File: src/include/lbam_defs.svh
// Purpose: constants for the leaky bucket activity monitor
// Assumes: 50 MHz aclk
// Notes: offsets are byte addresses on the register bus
`ifndef LBAM_DEFS_SVH
`define LBAM_DEFS_SVH
`define LBAM_CLK_HZ 50000000
`define LBAM_CYCLE_MS 128
`define LBAM_CYCLE_CLKS ((`LBAM_CLK_HZ / 1000) * `LBAM_CYCLE_MS)
`define LBAM_OFF_RATE 8'h00
`define LBAM_OFF_ACC 8'h04
`define LBAM_OFF_STAT 8'h08
`define LBAM_OFF_CLR 8'h0c
`define LBAM_OFF_IEN 8'h10
`define LBAM_RATE_RST 8'h01
`define LBAM_ACC_MAX 8'hff
`define LBAM_RESP_OK 2'b00
`define LBAM_RESP_ERR 2'b10
`define LBAM_ST_INC 0
`define LBAM_ST_DEC 1
`define LBAM_ST_CYC 2
`endif

File: src/include/lbam_pkg.sv
// Purpose: types for the leaky bucket activity monitor
// Assumes: lbam_defs.svh constants
// Notes: state is one packed struct
package lbam_pkg;
    typedef struct packed {
        logic [31:0] tick_cnt;
        logic bad_seen;
        logic [3:0] clean_cnt;
        logic [7:0] acc;
        logic [7:0] rate;
        logic [2:0] stat;
        logic [2:0] ien;
        logic aw_done;
        logic w_done;
        logic [7:0] awaddr;
        logic [31:0] wdata;
        logic [3:0] wstrb;
        logic bvalid;
        logic [1:0] bresp;
        logic rvalid;
        logic [31:0] rdata;
        logic [1:0] rresp;
    } lbam_state_t;
endpackage

File: src/lbam_monitor.sv
// Purpose: leaky bucket accumulator for input activity monitoring
// Assumes: fail and erratic inputs synchronous to aclk
// Notes: registers reached over AXI4-Lite
// Summary of operation
// - judge input activity once per 128 ms observation cycle
// - each failed or erratic cycle raises the accumulator by one, holding at 255
// - each clean run of 1, 2, 4 or 8 cycles lowers it by one, holding at zero
// - decay rate equals fill rate, or one half, quarter or eighth
//
// Design decisions made here: the register offsets and the AXI4-Lite interface to the registers.
`timescale 1ns/1ns
`include "lbam_defs.svh"
module lbam_monitor (
    // clock and reset
    input wire logic aclk,
    input wire logic aresetn,
    // monitored input status
    input wire logic in_fail,
    input wire logic in_erratic,
    // accumulator and interrupt
    output logic [7:0] bucket_level,
    output logic cycle_tick,
    output logic irq,
    // axi4-lite write
    input wire logic [7:0] s_axi_awaddr,
    input wire logic s_axi_awvalid,
    output logic s_axi_awready,
    input wire logic [31:0] s_axi_wdata,
    input wire logic [3:0] s_axi_wstrb,
    input wire logic s_axi_wvalid,
    output logic s_axi_wready,
    output logic [1:0] s_axi_bresp,
    output logic s_axi_bvalid,
    input wire logic s_axi_bready,
    // axi4-lite read
    input wire logic [7:0] s_axi_araddr,
    input wire logic s_axi_arvalid,
    output logic s_axi_arready,
    output logic [31:0] s_axi_rdata,
    output logic [1:0] s_axi_rresp,
    output logic s_axi_rvalid,
    input wire logic s_axi_rready
);
    lbam_pkg::lbam_state_t s_q, s_d;
    logic tick, bad, clean_done, wr_go;
    logic [3:0] period;
    logic [2:0] ev, clr;

    // clean-cycle period from rate field
    always_comb begin
        case (s_q.rate[1:0])
            2'b00: period = 4'h1;
            2'b01: period = 4'h2;
            2'b10: period = 4'h4;
            2'b11: period = 4'h8;
            default: period = 4'h1;
        endcase
    end

    assign tick = (s_q.tick_cnt == 32'(`LBAM_CYCLE_CLKS - 1));
    assign bad = s_q.bad_seen | in_fail | in_erratic;
    assign clean_done = tick && !bad && (s_q.clean_cnt + 4'h1 >= period);
    assign wr_go = s_q.aw_done && s_q.w_done && !s_q.bvalid;
    assign s_axi_awready = !s_q.aw_done && !s_q.bvalid;
    assign s_axi_wready = !s_q.w_done && !s_q.bvalid;
    assign s_axi_arready = !s_q.rvalid;

    always_comb begin
        s_d = s_q;
        ev = 3'h0;
        clr = 3'h0;
        // observation cycle timer and activity latch
        if (tick) begin
            s_d.tick_cnt = 32'h0;
            s_d.bad_seen = 1'b0;
        end else begin
            s_d.tick_cnt = s_q.tick_cnt + 32'h1;
            s_d.bad_seen = bad;
        end
        if (tick) begin
            ev[`LBAM_ST_CYC] = 1'b1;
            if (bad) begin
                s_d.clean_cnt = 4'h0;
                if (s_q.acc != `LBAM_ACC_MAX) begin
                    s_d.acc = s_q.acc + 8'h1;
                end
                ev[`LBAM_ST_INC] = 1'b1;
            end else if (clean_done) begin
                s_d.clean_cnt = 4'h0;
                if (s_q.acc != 8'h00) begin
                    s_d.acc = s_q.acc - 8'h1;
                    ev[`LBAM_ST_DEC] = 1'b1;
                end
            end else begin
                s_d.clean_cnt = s_q.clean_cnt + 4'h1;
            end
        end
        // write channel capture
        if (s_axi_awvalid && s_axi_awready) begin
            s_d.aw_done = 1'b1;
            s_d.awaddr = s_axi_awaddr;
        end
        if (s_axi_wvalid && s_axi_wready) begin
            s_d.w_done = 1'b1;
            s_d.wdata = s_axi_wdata;
            s_d.wstrb = s_axi_wstrb;
        end
        if (wr_go) begin
            s_d.aw_done = 1'b0;
            s_d.w_done = 1'b0;
            s_d.bvalid = 1'b1;
            s_d.bresp = `LBAM_RESP_OK;
            case ({s_q.awaddr[7:2], 2'b00})
                `LBAM_OFF_RATE: begin
                    if (s_q.wstrb[0]) begin
                        s_d.rate = s_q.wdata[7:0];
                        s_d.clean_cnt = 4'h0;
                    end
                end
                `LBAM_OFF_CLR: begin
                    if (s_q.wstrb[0]) begin
                        clr = s_q.wdata[2:0];
                    end
                end
                `LBAM_OFF_IEN: begin
                    if (s_q.wstrb[0]) begin
                        s_d.ien = s_q.wdata[2:0];
                    end
                end
                `LBAM_OFF_ACC, `LBAM_OFF_STAT: begin
                    s_d.bresp = `LBAM_RESP_OK;
                end
                default: s_d.bresp = `LBAM_RESP_ERR;
            endcase
        end
        if (s_q.bvalid && s_axi_bready) begin
            s_d.bvalid = 1'b0;
        end
        // sticky status: set wins over clear
        s_d.stat = (s_q.stat & ~clr) | ev;
        // read channel
        if (s_axi_arvalid && s_axi_arready) begin
            s_d.rvalid = 1'b1;
            s_d.rresp = `LBAM_RESP_OK;
            case ({s_axi_araddr[7:2], 2'b00})
                `LBAM_OFF_RATE: s_d.rdata = {24'h0, s_q.rate};
                `LBAM_OFF_ACC: s_d.rdata = {24'h0, s_q.acc};
                `LBAM_OFF_STAT: s_d.rdata = {29'h0, s_q.stat};
                `LBAM_OFF_CLR: s_d.rdata = 32'h0;
                `LBAM_OFF_IEN: s_d.rdata = {29'h0, s_q.ien};
                default: begin
                    s_d.rdata = 32'h0;
                    s_d.rresp = `LBAM_RESP_ERR;
                end
            endcase
        end else if (s_q.rvalid && s_axi_rready) begin
            s_d.rvalid = 1'b0;
        end
    end

    always_ff @(posedge aclk) begin
        if (!aresetn) begin
            s_q <= '0;
            s_q.rate <= `LBAM_RATE_RST;
        end else begin
            s_q <= s_d;
        end
    end

    assign bucket_level = s_q.acc;
    assign cycle_tick = tick;
    assign irq = |(s_q.stat & s_q.ien);
    assign s_axi_bvalid = s_q.bvalid;
    assign s_axi_bresp = s_q.bresp;
    assign s_axi_rvalid = s_q.rvalid;
    assign s_axi_rdata = s_q.rdata;
    assign s_axi_rresp = s_q.rresp;
endmodule

File: config.mk
export PLATFORM = sky130hd
export DESIGN_NAME = lbam_monitor
export DESIGN_NICKNAME = d
export VERILOG_FILES = /design/src/include/lbam_pkg.sv /design/src/lbam_monitor.sv
export VERILOG_INCLUDE_DIRS = /design/src /design/src/include
export SDC_FILE = /design/constraint.sdc
export NUM_CORES = 1
export LEC_CHECK = 0
export BUFFER_PORTS_ARGS = -buffer_cell sky130_fd_sc_hd__buf_2
export CAP_MARGIN = 20
export CORE_MARGIN = 3
export CORE_UTILIZATION = 45
export CTS_BUF_LIST = sky130_fd_sc_hd__clkbuf_4
export DETAILED_ROUTE_END_ITERATION = 8
export PLACE_DENSITY_LB_ADDON = 0.25
export SETUP_SLACK_MARGIN = 0.1
export SLEW_MARGIN = 10
export SYNTH_ARGS = -nofsm -noshare
export SYNTH_HDL_FRONTEND = slang
export SYNTH_SLANG_ARGS = --single-unit
File: constraint.sdc
create_clock -name aclk -period 3.5 [get_ports aclk]
set_input_delay 0.175 -clock aclk [delete_from_list [all_inputs] [get_ports aclk]]
set_output_delay 0.175 -clock aclk [all_outputs]
set_load 0.005 [all_outputs]
==> impl_metrics.env <==
export IMPL_status="finished, final reports clean"
export IMPL_fin_cells=744
export IMPL_n_fill_cell=963
export IMPL_yosysTopAreaCellShare_pct=37.4
export IMPL_fin_tns_setup_ns=0
export IMPL_ant_nets=0
export IMPL_synth_edf_count=0
export IMPL_grt_max_degree=41
export IMPL_crit_slowest_cell="nor3_1"
export IMPL_vdd_ir_drop_max_mv=0.169
export IMPL_grt_pass1_vias=3781
export IMPL_core_um2=9950
export IMPL_port_buffers=54
export IMPL_cp_arrival_ns=2.61
export IMPL_clock_latency_ns=0.44
export IMPL_start_util_pct=47.3
export IMPL_path_cells="ha_1, nand3_1, or2_1, nor3_1, buf_2"
export IMPL_synth_cells=560
export IMPL_dp_cells=709
export IMPL_maxSlewViolCount=0
export IMPL_nets=680
export IMPL_fin_crit_ns=2.78
export IMPL_rows=36
export IMPL_diodes=0
export IMPL_synth_area_um2=4710
export IMPL_hold_depth=3
export IMPL_cts_sinks=88
export IMPL_routed_wl_um=10300
export IMPL_overflow=0
export IMPL_seqCellArea_um2=1760
export IMPL_max_cap_violations=0
export IMPL_drt_iter0_drc=247
export IMPL_dr_pass1_iters=7
export IMPL_ys_seq_area_share_pct=37.4
export IMPL_synth_most_common_cell="dfxtp_1"
export IMPL_cts_tree="done"
export IMPL_cts_buffer_depth=2
export IMPL_power_density_nw_per_um2=340
export IMPL_track_usage_pct=18.3
export IMPL_clkTransAtPathRegs_ns=0.16
export IMPL_fin_worst_skew_ns=0.0243
export IMPL_synthArstFlopShare_pct=0
export IMPL_ios=112
export IMPL_cp_max_fo=6
export IMPL_gp_congestion=0.794
export IMPL_antenna_found_initial=0
export IMPL_hold_viol=0
export IMPL_avgRoutedWirePerCell_um=13.8
export IMPL_post_drt_via_cell_ratio=5.37
export IMPL_max_stage_delay_ns=0.79
export IMPL_startpoint_type="flip-flop"
export IMPL_multi_input_area_um2=2540
export IMPL_synth_area_leaders="dfxtp_1 (37%), buf_4 (7.0%), nor2_1 (5.8%), nand2_1 (3.9%), mux2i_1 (3.8%)"
export IMPL_syn_area_per_cell_um2=8.41
export IMPL_yosys_area_top_type="dfxtp_1"
export IMPL_ctsResizeCount=0
export IMPL_cts_root_buf="clkbuf_4"
export IMPL_holdCritPathClass="in -> reg"
export IMPL_die_area_um2=11700
export IMPL_drive_above_1_share_pct=13.7
export IMPL_setup_viol=0
export IMPL_worstSetupPathType="reg -> out"
export IMPL_timing_slew_headroom_pct=37.4
export IMPL_tightest_slew_ns=0.931
export IMPL_yosys_warnings=0
export IMPL_fmax_mhz=360
export IMPL_num_vias=3997
export IMPL_die_y_um=108
export IMPL_netlist_top_cells_count="dfxtp_1 (88), nor2_1 (73), nand2_1 (49)"
export IMPL_fin_crit_sh_pct=79.4
export IMPL_r2r_cells=8
export IMPL_grt_setup_unrepaired="no"
export IMPL_post_dp_hpwl_um=7300
export IMPL_ys_seq_elements=88
export IMPL_numCtsBuffers=9
export IMPL_grt_pass1_wl_um=17400
export IMPL_route_detailed_drc=0
export IMPL_post_cts_buffers=0
export IMPL_htreeDepth=3
export IMPL_synth_ff_type="dfxtp_1"
export IMPL_hold_buffers=19
export IMPL_ys_types=61
export IMPL_p_leak_nw=2.02
export IMPL_fp_dieW_um=108
export IMPL_cp_required_ns=3.32
export IMPL_area_growth_pct=9.16
export IMPL_cp_end_kind="primary output"
-- worst max-delay path: cells and delay by family (launching register included) --
family,cells,cell delay (ns)
AND/OR/NAND/NOR,3,1.28
flip-flops,1,0.39
adder cells (fa/ha/maj),1,0.25
buffers and inverters,1,0.25
-- worst paths after layout --
check | startpoint | to | slack, ns
max | s_q[111] | cycle_tick | 0.72
min | s_axi_araddr[6] | s_axi_rresp[1] | 0.06
max reg2reg | s_q[110] | bucket_level[7] | 0.85
min reg2reg | s_q[48] | s_q[48] | 0.47
-- stage by stage --
stage | power (W) | cell area [um2] | hold WS (ns) | util [%] | setup slack (ns)
CTS | 0.00177 | 5140 | 0.0233 | 51.7 | 0.646
global placement | 0.00119 | 4810 | 0.358 | 48.3 | 0.887
global route | 0.00183 | 5140 | 0.0518 | 51.7 | 0.524
floorplan | 0.00117 | 4800 | 0.274 | - | 1.22
finish | 0.00175 | 5140 | 0.0581 | 51.7 | 0.720
detailed placement | 0.00119 | 4810 | 0.367 | 48.3 | 0.838
-- cells in the final DEF, fill, tap and decap left out, drive strengths merged, types with 8 or more instances in the layout --
cell type / count
conb: 26
nand2: 49
dfxtp: 88
xnor2: 19
a21oi: 32
clkbuf: 9
nor3: 11
or3: 8
inv: 17
o21ai: 14
dlygate4sd3: 19
ha: 12
nor4: 12
buf: 56
nand4: 19
nor2: 73
nand3: 22
and2: 8
xor2: 13
and3: 9
mux2i: 18
-- where the power goes --
part           leakage, nW  internal (W)  switching, W
Combinational         1.23     0.0000623     0.0000846
Clock               0.0777      0.000170      0.000394
Sequential           0.713       0.00102     0.0000161
Total                 2.02       0.00126      0.000495
-- flip-flops by register name, summed over array words and instances, names as in the netlist --
signal	count
bucket_level	8
s_axi_bresp	1
s_axi_bvalid	1
s_axi_rdata	8
s_axi_rresp	1
s_axi_rvalid	1
s_q	68
-- layer usage --
metal,part of all wire (%),global-route usage [%],vias up
met5,0,0,-
met4,1.1,6.31,0
met3,4.4,2.51,8
met2,48,31.7,92
li1,-,-,2013
met1,46,23.4,1884
-- logic make-up after synthesis --
kind of cell	after synthesis	share of synthesized area, %
AO/OA/AOI/OAI	89	12.5
AND/OR/NAND/NOR	240	26.1
XOR/XNOR	32	5.95
flip-flops	88	37.4
other	1	0.0796
buffers and inverters	79	10.6
adder cells (fa/ha/maj)	13	3.61
multiplexers	18	3.82
-- area by class of cell --
cell class	instances	area share [%]
multi-input cells	418	49.5
flip-flops and latches	88	34.3
repair buffers	75	9.25
well taps	133	3.24
clock inverters	7	1.44
clock buffers	9	1.31
inverters	14	1.02
Note: power is estimated with default switching activity, not from simulation.
